### src/fpr_params.svh
// constants for the 100Base-X receive coding path: offsets, fields, codes
// assumes inclusion by the design modules, the checker and the bench
`ifndef FPR_PARAMS_SVH
`define FPR_PARAMS_SVH

// register byte offsets
`define FPR_OFS_STAT17       4'h0
`define FPR_OFS_STAT1        4'h4
`define FPR_OFS_CTRL16       4'h8
`define FPR_OFS_MODE         4'hC

// status 17 field positions
`define FPR_B17_LINK         0
`define FPR_B17_PREMATURE    5
`define FPR_B17_HALT         6
`define FPR_B17_INVALID      7
`define FPR_B17_LOCK_ERR     9
// status 1 and control fields
`define FPR_B1_LINK          2
`define FPR_B16_TX_INVALID   2
`define FPR_BM_SYMBOL_MODE   0
`define FPR_BM_SCRAMBLE_EN   1

// reset values
`define FPR_CTRL16_RST       1'h0
`define FPR_MODE_RST         2'h2

// cipher
`define FPR_CIPHER_W         11
`define FPR_SEED_FILL        6'h3F

// carrier hunt: bits allowed to complete J K after carrier detect
`define FPR_HUNT_BITS        4'hA
`define FPR_PREAMBLE_NIB     4'h5

// 5-bit code groups, first line bit is the msb
`define FPR_C_I              5'h1F
`define FPR_C_J              5'h18
`define FPR_C_K              5'h11
`define FPR_C_T              5'h0D
`define FPR_C_R              5'h07
`define FPR_C_H              5'h04
`define FPR_JK_PAIR          10'h311

`endif

### src/fpr_pkg.sv
// types for the 100Base-X receive coding path
// assumes fpr_params.svh beside it
package fpr_pkg;

    // receive machine, one-hot
    typedef enum logic [4:0]
    {
        FPR_ST_IDLE    = 5'h01,
        FPR_ST_CARRIER = 5'h02,
        FPR_ST_RECV    = 5'h04,
        FPR_ST_DATA    = 5'h08,
        FPR_ST_END     = 5'h10
    } fpr_rx_state_type;

    // symbol classes
    typedef enum logic [2:0]
    {
        FPR_SYM_DATA    = 3'h0,
        FPR_SYM_IDLE    = 3'h1,
        FPR_SYM_T       = 3'h2,
        FPR_SYM_R       = 3'h3,
        FPR_SYM_HALT    = 3'h4,
        FPR_SYM_INVALID = 3'h5,
        FPR_SYM_JK      = 3'h6
    } fpr_sym_class_type;

endpackage

### src/fpr_pcs_rx.sv
// 100Base-X receive coding path with transmit cipher and status registers
// assumes line bits and MAC inputs synchronous to clk_sys, Avalon-MM master
//
// The Avalon-MM slave port and the register offsets are this design's own decisions.
`timescale 1ns/10ps
`include "fpr_params.svh"
module fpr_pcs_rx
    import fpr_pkg::*;
(
    // clock and reset
    input  wire logic        clk_sys,
    input  wire logic        rst,
    // line side receive
    input  wire logic        line_rx_nrzi,
    input  wire logic        line_rx_valid,
    input  wire logic        line_signal_detect,
    input  wire logic        line_pll_lock,
    // line side transmit
    input  wire logic        tx_bit,
    input  wire logic        tx_bit_valid,
    output logic             tx_line_bit_reg,
    output logic             tx_line_valid_reg,
    // MAC side
    input  wire logic        mac_tx_er,
    input  wire logic [4:0]  phy_address,
    output logic [3:0]       mac_rxd_reg,
    output logic             mac_rx_strobe_reg,
    output logic             mac_rx_dv_reg,
    output logic             mac_rx_er_reg,
    output logic             mac_crs_reg,
    output logic             tx_force_invalid_reg,
    // Avalon-MM slave
    input  wire logic [3:0]  avs_address,
    input  wire logic        avs_read,
    input  wire logic        avs_write,
    input  wire logic [31:0] avs_writedata,
    output logic [31:0]      avs_readdata,
    output logic             avs_waitrequest
);
    localparam int CW = `FPR_CIPHER_W;

    fpr_rx_state_type  state_reg;
    fpr_rx_state_type  state_next;
    fpr_sym_class_type sym_class;
    logic [3:0]        sym_nibble;

    logic              nrzi_prev_reg;
    logic              plain_bit;
    logic              bin_bit;
    logic              bit_valid_reg;
    logic              bit_reg;
    logic [9:0]        window_reg;
    logic [CW-1:0]     raw_reg;
    logic [3:0]        raw_cnt_reg;
    logic              descr_locked_reg;
    logic [CW-1:0]     rx_key_state;
    logic [CW-1:0]     tx_key_state;
    logic              rx_load;
    logic              tx_seeded_reg;
    logic              bypass;

    logic [2:0]        sym_cnt_reg;
    logic [3:0]        hunt_cnt_reg;
    logic [4:0]        sym_reg;
    logic              sym_ready;
    logic              gap_one_reg;
    logic              zero_seen_reg;
    logic              t_seen_reg;
    logic              carrier_hit;
    logic              jk_hit;
    logic              link_ok;

    logic              ctrl_tx_invalid_reg;
    logic [1:0]        mode_reg;
    logic              lh_premature_reg;
    logic              lh_halt_reg;
    logic              lh_invalid_reg;
    logic              lh_lock_err_reg;
    logic              ll_link_reg;
    logic              ev_premature;
    logic              ev_halt;
    logic              ev_invalid;
    logic              bus_take;
    logic              rd_done17;
    logic              rd_done1;
    logic              wr_done;

    assign bypass = mode_reg[`FPR_BM_SYMBOL_MODE] | ~mode_reg[`FPR_BM_SCRAMBLE_EN];
    assign link_ok = line_signal_detect & line_pll_lock;

    // line bit recovery
    assign bin_bit = line_rx_nrzi ^ nrzi_prev_reg;
    assign plain_bit = bypass ? bin_bit
                     : bin_bit ^ (rx_key_state[CW-1] ^ rx_key_state[CW-3]);
    assign rx_load = line_rx_valid & ~descr_locked_reg & (raw_cnt_reg == 4'(CW));

    always_ff @(posedge clk_sys)
    begin
        if (rst)
        begin
            nrzi_prev_reg <= 1'h0;
            bit_valid_reg <= 1'h0;
            bit_reg       <= 1'h1;
        end
        else
        begin
            bit_valid_reg <= line_rx_valid;
            if (line_rx_valid)
            begin
                nrzi_prev_reg <= line_rx_nrzi;
                bit_reg       <= plain_bit;
            end
        end
    end

    // descrambler lock: idle is all ones, so the key is the inverted line
    always_ff @(posedge clk_sys)
    begin
        if (rst)
        begin
            raw_reg          <= {CW{1'b0}};
            raw_cnt_reg      <= 4'h0;
            descr_locked_reg <= 1'h0;
        end
        else if (~line_signal_detect)
        begin
            raw_cnt_reg      <= 4'h0;
            descr_locked_reg <= 1'h0;
        end
        else if (line_rx_valid)
        begin
            raw_reg <= {raw_reg[CW-2:0], bin_bit};
            if (rx_load)
            begin
                descr_locked_reg <= 1'h1;
            end
            else if (~descr_locked_reg)
            begin
                raw_cnt_reg <= raw_cnt_reg + 4'h1;
            end
        end
    end

    fpr_cipher #(.W(CW)) u_rx_cipher
    (
        .clk_sys    (clk_sys),
        .rst        (rst),
        .step       (line_rx_valid & descr_locked_reg),
        .load       (rx_load),
        .load_value (~raw_reg),
        .state_reg  (rx_key_state)
    );

    // transmit scrambler, seeded from the PHY address after reset
    fpr_cipher #(.W(CW)) u_tx_cipher
    (
        .clk_sys    (clk_sys),
        .rst        (rst),
        .step       (tx_bit_valid & tx_seeded_reg),
        .load       (~tx_seeded_reg),
        .load_value ({`FPR_SEED_FILL, phy_address}),
        .state_reg  (tx_key_state)
    );

    always_ff @(posedge clk_sys)
    begin
        if (rst)
        begin
            tx_seeded_reg        <= 1'h0;
            tx_line_bit_reg      <= 1'h1;
            tx_line_valid_reg    <= 1'h0;
            tx_force_invalid_reg <= 1'h0;
        end
        else
        begin
            tx_seeded_reg        <= 1'h1;
            tx_line_valid_reg    <= tx_bit_valid;
            tx_force_invalid_reg <= ctrl_tx_invalid_reg & mac_tx_er;
            if (tx_bit_valid)
            begin
                tx_line_bit_reg <= bypass ? tx_bit
                                 : tx_bit ^ (tx_key_state[CW-1] ^ tx_key_state[CW-3]);
            end
        end
    end

    // bit window and symbol framing
    assign carrier_hit = bit_valid_reg & ~bit_reg & gap_one_reg & zero_seen_reg;
    assign jk_hit = bit_valid_reg & ({window_reg[8:0], bit_reg} == `FPR_JK_PAIR);
    assign sym_ready = bit_valid_reg & (sym_cnt_reg == 3'h4);

    always_ff @(posedge clk_sys)
    begin
        if (rst)
        begin
            window_reg    <= 10'h3FF;
            zero_seen_reg <= 1'h0;
            gap_one_reg   <= 1'h0;
        end
        else if (bit_valid_reg)
        begin
            window_reg <= {window_reg[8:0], bit_reg};
            if (state_reg == FPR_ST_IDLE)
            begin
                zero_seen_reg <= (zero_seen_reg | ~bit_reg) & ~carrier_hit;
                gap_one_reg   <= zero_seen_reg & bit_reg;
            end
            else
            begin
                zero_seen_reg <= 1'h0;
                gap_one_reg   <= 1'h0;
            end
        end
    end

    always_ff @(posedge clk_sys)
    begin
        if (rst)
        begin
            sym_cnt_reg <= 3'h0;
            sym_reg     <= `FPR_C_I;
        end
        else if (state_reg == FPR_ST_IDLE || state_reg == FPR_ST_CARRIER)
        begin
            sym_cnt_reg <= 3'h0;
        end
        else if (bit_valid_reg)
        begin
            sym_cnt_reg <= sym_ready ? 3'h0 : sym_cnt_reg + 3'h1;
            if (sym_ready)
            begin
                sym_reg <= {window_reg[3:0], bit_reg};
            end
        end
    end

    // 4B/5B classification and decoding
    always_comb
    begin
        sym_class  = FPR_SYM_DATA;
        sym_nibble = 4'h0;
        case (sym_reg)
            5'h1E: sym_nibble = 4'h0;
            5'h09: sym_nibble = 4'h1;
            5'h14: sym_nibble = 4'h2;
            5'h15: sym_nibble = 4'h3;
            5'h0A: sym_nibble = 4'h4;
            5'h0B: sym_nibble = 4'h5;
            5'h0E: sym_nibble = 4'h6;
            5'h0F: sym_nibble = 4'h7;
            5'h12: sym_nibble = 4'h8;
            5'h13: sym_nibble = 4'h9;
            5'h16: sym_nibble = 4'hA;
            5'h17: sym_nibble = 4'hB;
            5'h1A: sym_nibble = 4'hC;
            5'h1B: sym_nibble = 4'hD;
            5'h1C: sym_nibble = 4'hE;
            5'h1D: sym_nibble = 4'hF;
            `FPR_C_I: sym_class = FPR_SYM_IDLE;
            `FPR_C_J: sym_class = FPR_SYM_JK;
            `FPR_C_K: sym_class = FPR_SYM_JK;
            `FPR_C_T: sym_class = FPR_SYM_T;
            `FPR_C_R: sym_class = FPR_SYM_R;
            `FPR_C_H: sym_class = FPR_SYM_HALT;
            default:  sym_class = FPR_SYM_INVALID;
        endcase
    end

    // receive machine
    always_comb
    begin
        state_next = state_reg;
        case (state_reg)
            FPR_ST_IDLE:
            begin
                if (carrier_hit)
                begin
                    state_next = FPR_ST_CARRIER;
                end
            end
            FPR_ST_CARRIER:
            begin
                if (jk_hit)
                begin
                    state_next = FPR_ST_RECV;
                end
                else if (bit_valid_reg && hunt_cnt_reg == `FPR_HUNT_BITS)
                begin
                    state_next = FPR_ST_IDLE;
                end
            end
            FPR_ST_RECV:
            begin
                if (sym_ready)
                begin
                    state_next = FPR_ST_DATA;
                end
            end
            FPR_ST_DATA:
            begin
                if (sym_class == FPR_SYM_IDLE || (t_seen_reg && sym_class == FPR_SYM_R))
                begin
                    state_next = FPR_ST_IDLE;
                end
                else if (sym_class == FPR_SYM_T && !t_seen_reg)
                begin
                    state_next = FPR_ST_END;
                end
                else
                begin
                    state_next = FPR_ST_RECV;
                end
            end
            FPR_ST_END:
            begin
                if (sym_ready)
                begin
                    state_next = FPR_ST_DATA;
                end
            end
            default: state_next = FPR_ST_IDLE;
        endcase
        if (!link_ok)
        begin
            state_next = FPR_ST_IDLE;
        end
    end

    always_ff @(posedge clk_sys)
    begin
        if (rst)
        begin
            state_reg    <= FPR_ST_IDLE;
            hunt_cnt_reg <= 4'h0;
            t_seen_reg   <= 1'h0;
        end
        else
        begin
            state_reg <= state_next;
            if (state_reg != FPR_ST_CARRIER)
            begin
                hunt_cnt_reg <= 4'h0;
            end
            else if (bit_valid_reg)
            begin
                hunt_cnt_reg <= hunt_cnt_reg + 4'h1;
            end
            if (state_reg == FPR_ST_DATA)
            begin
                t_seen_reg <= (sym_class == FPR_SYM_T) & ~t_seen_reg;
            end
        end
    end

    // symbol events
    assign ev_premature = (state_reg == FPR_ST_DATA) && (sym_class == FPR_SYM_IDLE);
    assign ev_halt      = (state_reg == FPR_ST_DATA) && (sym_class == FPR_SYM_HALT);
    assign ev_invalid   = (state_reg == FPR_ST_DATA) && (sym_class == FPR_SYM_INVALID);

    // MAC outputs
    always_ff @(posedge clk_sys)
    begin
        if (rst)
        begin
            mac_rxd_reg       <= 4'h0;
            mac_rx_strobe_reg <= 1'h0;
            mac_rx_dv_reg     <= 1'h0;
            mac_rx_er_reg     <= 1'h0;
            mac_crs_reg       <= 1'h0;
        end
        else
        begin
            mac_rx_strobe_reg <= 1'h0;
            mac_rx_er_reg     <= 1'h0;
            mac_crs_reg       <= (state_next != FPR_ST_IDLE);
            if (state_reg == FPR_ST_CARRIER && state_next == FPR_ST_RECV)
            begin
                mac_rxd_reg       <= `FPR_PREAMBLE_NIB;
                mac_rx_strobe_reg <= 1'h1;
                mac_rx_dv_reg     <= 1'h1;
            end
            else if (state_reg == FPR_ST_CARRIER && state_next == FPR_ST_IDLE)
            begin
                mac_rx_er_reg <= 1'h1;
            end
            else if (state_reg == FPR_ST_RECV && mac_rx_dv_reg && sym_cnt_reg == 3'h0
                     && hunt_cnt_reg == 4'h0 && !mac_rx_strobe_reg && bit_valid_reg
                     && mac_rxd_reg == `FPR_PREAMBLE_NIB && !t_seen_reg
                     && window_reg == `FPR_JK_PAIR)
            begin
                mac_rx_strobe_reg <= 1'h1;
            end
            else if (state_reg == FPR_ST_DATA)
            begin
                if (t_seen_reg && sym_class == FPR_SYM_R)
                begin
                    mac_rx_dv_reg <= 1'h0;
                end
                else if (ev_premature)
                begin
                    mac_rx_er_reg <= 1'h1;
                    mac_rx_dv_reg <= 1'h0;
                end
                else if (sym_class == FPR_SYM_DATA && !t_seen_reg)
                begin
                    mac_rxd_reg       <= sym_nibble;
                    mac_rx_strobe_reg <= 1'h1;
                end
                else if (sym_class != FPR_SYM_T || t_seen_reg)
                begin
                    mac_rx_er_reg     <= 1'h1;
                    mac_rx_strobe_reg <= 1'h1;
                end
            end
            if (!link_ok)
            begin
                mac_rx_dv_reg <= 1'h0;
            end
        end
    end

    // Avalon-MM slave, one wait cycle per access
    assign bus_take  = (avs_read | avs_write) & avs_waitrequest;
    assign rd_done17 = avs_read & ~avs_waitrequest & (avs_address == `FPR_OFS_STAT17);
    assign rd_done1  = avs_read & ~avs_waitrequest & (avs_address == `FPR_OFS_STAT1);
    assign wr_done   = avs_write & ~avs_waitrequest;

    always_ff @(posedge clk_sys)
    begin
        if (rst)
        begin
            avs_waitrequest <= 1'h1;
            avs_readdata    <= 32'h0;
        end
        else
        begin
            avs_waitrequest <= ~bus_take;
            if (bus_take && avs_read)
            begin
                case (avs_address)
                    `FPR_OFS_STAT17: avs_readdata <= {22'h0, lh_lock_err_reg, 1'h0,
                        lh_invalid_reg, lh_halt_reg, lh_premature_reg, 4'h0, link_ok};
                    `FPR_OFS_STAT1:  avs_readdata <= {29'h0, ll_link_reg, 2'h0};
                    `FPR_OFS_CTRL16: avs_readdata <= {29'h0, ctrl_tx_invalid_reg, 2'h0};
                    `FPR_OFS_MODE:   avs_readdata <= {30'h0, mode_reg};
                    default:         avs_readdata <= 32'h0;
                endcase
            end
        end
    end

    always_ff @(posedge clk_sys)
    begin
        if (rst)
        begin
            ctrl_tx_invalid_reg <= `FPR_CTRL16_RST;
            mode_reg            <= `FPR_MODE_RST;
        end
        else if (wr_done)
        begin
            if (avs_address == `FPR_OFS_CTRL16)
            begin
                ctrl_tx_invalid_reg <= avs_writedata[`FPR_B16_TX_INVALID];
            end
            if (avs_address == `FPR_OFS_MODE)
            begin
                mode_reg <= avs_writedata[1:0];
            end
        end
    end

    // sticky status; a new event wins over the read clear
    always_ff @(posedge clk_sys)
    begin
        if (rst)
        begin
            lh_premature_reg <= 1'h0;
            lh_halt_reg      <= 1'h0;
            lh_invalid_reg   <= 1'h0;
            lh_lock_err_reg  <= 1'h0;
            ll_link_reg      <= 1'h0;
        end
        else
        begin
            lh_premature_reg <= ev_premature | (lh_premature_reg & ~rd_done17);
            lh_halt_reg      <= ev_halt | (lh_halt_reg & ~rd_done17);
            lh_invalid_reg   <= ev_invalid | (lh_invalid_reg & ~rd_done17);
            lh_lock_err_reg  <= ~line_pll_lock | (lh_lock_err_reg & ~rd_done17);
            ll_link_reg      <= link_ok & (ll_link_reg | rd_done1);
        end
    end
endmodule // fpr_pcs_rx

### src/fpr_cipher.sv
// stream cipher shift register, x^11 + x^9 + 1
// assumes caller steps it once per line bit and may load a full state
`timescale 1ns/10ps
`include "fpr_params.svh"
module fpr_cipher
#(
    parameter int W = `FPR_CIPHER_W
)
(
    // clock and reset
    input  wire logic         clk_sys,
    input  wire logic         rst,
    // control
    input  wire logic         step,
    input  wire logic         load,
    input  wire logic [W-1:0] load_value,
    // state
    output logic      [W-1:0] state_reg
);
    logic [W-1:0] state_next;

    always_comb
    begin
        state_next = state_reg;
        if (load)
        begin
            state_next = load_value;
        end
        else if (step)
        begin
            state_next = {state_reg[W-2:0], state_reg[W-1] ^ state_reg[W-3]};
        end
    end

    always_ff @(posedge clk_sys)
    begin
        if (rst)
        begin
            state_reg <= {W{1'b1}};
        end
        else
        begin
            state_reg <= state_next;
        end
    end
endmodule // fpr_cipher

### config.mk
export PLATFORM = sky130hd
export DESIGN_NAME = fpr_pcs_rx
export DESIGN_NICKNAME = d
export VERILOG_FILES = /design/src/fpr_pkg.sv /design/src/fpr_pcs_rx.sv /design/src/fpr_cipher.sv
export VERILOG_INCLUDE_DIRS = /design/src /design/src/src
export SDC_FILE = /design/constraint.sdc
export NUM_CORES = 1
export LEC_CHECK = 0
export ABC_AREA = 1
export BUFFER_PORTS_ARGS = -buffer_cell sky130_fd_sc_hd__clkbuf_2
export CORE_ASPECT_RATIO = 1.4
export CORE_UTILIZATION = 30
export DETAILED_ROUTE_END_ITERATION = 10
export PLACE_DENSITY = 0.47
export SLEW_MARGIN = 20
export SYNTH_ARGS = -nofsm -noshare
export SYNTH_HDL_FRONTEND = slang
export SYNTH_HIERARCHICAL = 1
export SYNTH_SLANG_ARGS = --single-unit
### constraint.sdc
create_clock -name clk_sys -period 4.6 [get_ports clk_sys]
set_clock_uncertainty 0.1 [all_clocks]
set_input_delay 0.92 -clock clk_sys [delete_from_list [all_inputs] [get_ports clk_sys]]
set_output_delay 0.92 -clock clk_sys [all_outputs]
set_load 0.1 [all_outputs]
==> metrics.yaml <==
status:
  status: "completed"
worst_setup_path:
  cpLargestDelayFamily: "buffers and inverters"
  rr_worst_depth: 8
  crit_required_ns: 3.58
  cp_slowest_cell: "clkbuf_2"
  cp.depth: 1
  critical_path.max_fanout: 3
  critical_path_arrival_ns: 1.27
  critPathCaptureType: "primary output"
  path_buf_inv: 1
  critPathLaunchType: "flop"
  critPathKind: "reg -> out"
  reg2reg_slack_ns: 2.49
  crit_chain: "clkbuf_2"
  cp_slowest_stage_delay_ns: 0.50
logic_synthesis:
  syn_area_um2: 4830
  ys_warn_count: 6
  ys_ff_latch: 99
  ys.flop_type: "dfxtp_1"
  synth_top_cell_by_area: "dfxtp_1"
  synth_top_area_share_pct: 41.0
  yosysSeqAreaShare_pct: 41.0
  synthCells: 698
  synthTopCellsByArea: "dfxtp_1 (41%), nand2_1 (13%), nand3_1 (7.6%), a21oi_1 (6.7%), inv_1 (5.9%)"
  synthTopCellsByCount: "nand2_1 (167), dfxtp_1 (99), inv_1 (76)"
  yosysMostFrequentCell: "nand2_1"
  async_flop_share_pct: 0
  synth.avg_cell_area_um2: 6.92
  synth_edf_count: 0
  synth_cell_types: 33
power_and_ir_drop:
  p_leak_uw: 0.00245
  clkPwrFrac_pct: 41.1
  power_uw: 1890
  seq_power_share_pct: 47.6
  pwr-share-comb_pct: 11.3
  ir_drop_v: 0.000167
  sw_frac_of_total_pct: 28.0
  p_switching_uw: 530
  p_int_uw: 1360
  power_density_nw_per_um2: 351
timing:
  rsz0062_at_grt: "false"
  relSlewSlack_pct: 57.0
  hold_viol_final: 0
  timing.final.crit_share_pct: 49.8
  max_freq_mhz: 437
  worst_pin_slew_ns: 0.644
  fin_setup_tns_ns: 0
  drv_slew: 0
  period_minus_slack_ns: 2.29
  setup_viol: 0
  timing.hold.ws_ns: 0.359
placement:
  portBuffers: 41
  place_area_um2: 5090
  finalWeightedCongestion: 0.830
  hpwl_um: 8260
clocking:
  post_cts_resize_count: 0
  clock_latency_ns: 0.35
  cts.sinks: 99
  post_cts_buffers: 0
  cts_buffer_depth: 2
  htree_levels: 3
  cts_tree: "built"
  clkTransAtPathRegs_ns: 0.07
  cts_buffers: 9
  cts_hold_buf: 0
  clockRootBuffer: "clkbuf_16"
final_layout:
  num_antenna_cells: 0
  area_delta_synth_final_pct: 11.7
  fill_cells: 1735
  fin_area_um2: 5400
  utilization_pct: 34.4
  nNetsFinal: 791
  drive_gt1_share_pct: 11.5
floorplanning:
  dieArea_um2: 16600
  design.core.area_um2: 15700
  ioPinCount: 96
  die_h_um: 152
  rows: 54
  die_x_um: 109
  start_util_pct: 30.8
drt:
  drt_wl_total_um: 11100
  antenna_left: 0
  via_count: 4298
  drc: 0
  vias_per_cell: 4.60
  wl_per_cell_um: 11.9
  drt_first_iter_violations: 201
  drt_pre_antenna_iters: 5
global_route:
  grt_max_degree: 47
  grt_pass1_wl_um: 18100
  antenna_found_initial: 0
  grt_pass1_vias: 3833
  gr-usage-all-layers_pct: 13.8
  overflow: 0
min_path:
  hold_depth: 2
  hold_class: "reg -> reg"
flow_run:
  cap_violations: 0
## layout by cell type, fill, tap and decap left out, types with 6 or more instances in the layout
master / netlist / layout
a21oi_1: 65 / 65
clkbuf_16: 0 / 9
clkbuf_2: 0 / 41
conb_1: 2 / 31
dfxtp_1: 99 / 99
ha_1: 6 / 6
inv_1: 76 / 76
nand2_1: 167 / 167
nand3_1: 73 / 73
nand4_1: 12 / 12
nor2_1: 63 / 63
nor2_2: 9 / 9
nor3_1: 10 / 10
o211ai_1: 6 / 6
o21ai_0: 32 / 32
## kinds of logic (layout without fill, tap and decap cells)
| family | count (synthesis) | after routing | share of synthesized area (%) |
|---|---|---|---|
| adders and majority gates | 6 | 6 | 1.55 |
| and+or+nand+nor | 348 | 348 | 31.6 |
| AOI/OAI and AO/OA | 111 | 111 | 12.2 |
| xor gates and xnor gates | 3 | 3 | 0.544 |
| DFF | 99 | 99 | 41.0 |
| other | 2 | 31 | 0.155 |
| buffers and inverters | 129 | 140 | 13.0 |
## final cells by class
| class | count | area (µm²) | share of cell area [%] |
|---|---|---|---|
| Multi-Input combinational cell | 499 | 2330 | 43.2 |
| Sequential cell | 99 | 1980 | 36.7 |
| Inverter | 80 | 300 | 5.56 |
| Tap cell | 196 | 245 | 4.54 |
| Clock buffer | 10 | 239 | 4.43 |
| Timing Repair Buffer | 44 | 228 | 4.22 |
| Clock inverter | 6 | 71.3 | 1.32 |
## path summary, 6_finish.rpt
path | endpoint | startpoint
hold reg to reg | u_tx_cipher/state_reg[4]$_SDFFE_PP1P_ | u_tx_cipher/state_reg[3]$_SDFFE_PP1P_
hold / removal | u_tx_cipher/state_reg[4]$_SDFFE_PP1P_ | u_tx_cipher/state_reg[3]$_SDFFE_PP1P_
setup reg to reg | mac_rxd_reg[3]$_SDFFE_PP0P_ | sym_reg[4]$_SDFFE_PP1P_
setup / recovery | mac_rx_dv_reg | mac_rx_dv_reg$_SDFFE_PP0P_
## stage by stage
stage                     worst slack [ns]  instances
final                                 2.31        934
after floorplan                       2.55        727
after global routing                  2.24        934
after global placement                2.15        918
after CTS                             2.27        934
after detailed placement              2.13        918
## power groups by stage
| stage | combinational (µW) | sequential [µW] | clock, µW |
|---|---|---|---|
| finish | 214 | 901 | 778 |
| global route | 233 | 904 | 844 |
| CTS | 216 | 901 | 811 |
| detailed placement | 215 | 921 | 0 |
| global placement | 213 | 920 | 0 |
| floorplan | 181 | 935 | 0 |
## layer usage
metal | share of wire, % | vias up | GRT usage (%)
li1 | - | 2265 | -
met1 | 44 | 1943 | 16.2
met2 | 52 | 81 | 24.5
met3 | 3.4 | 9 | 3.00
met4 | 1.2 | 0 | 4.63
met5 | 0 | - | 0
Note: power is estimated with default switching activity, not from simulation.
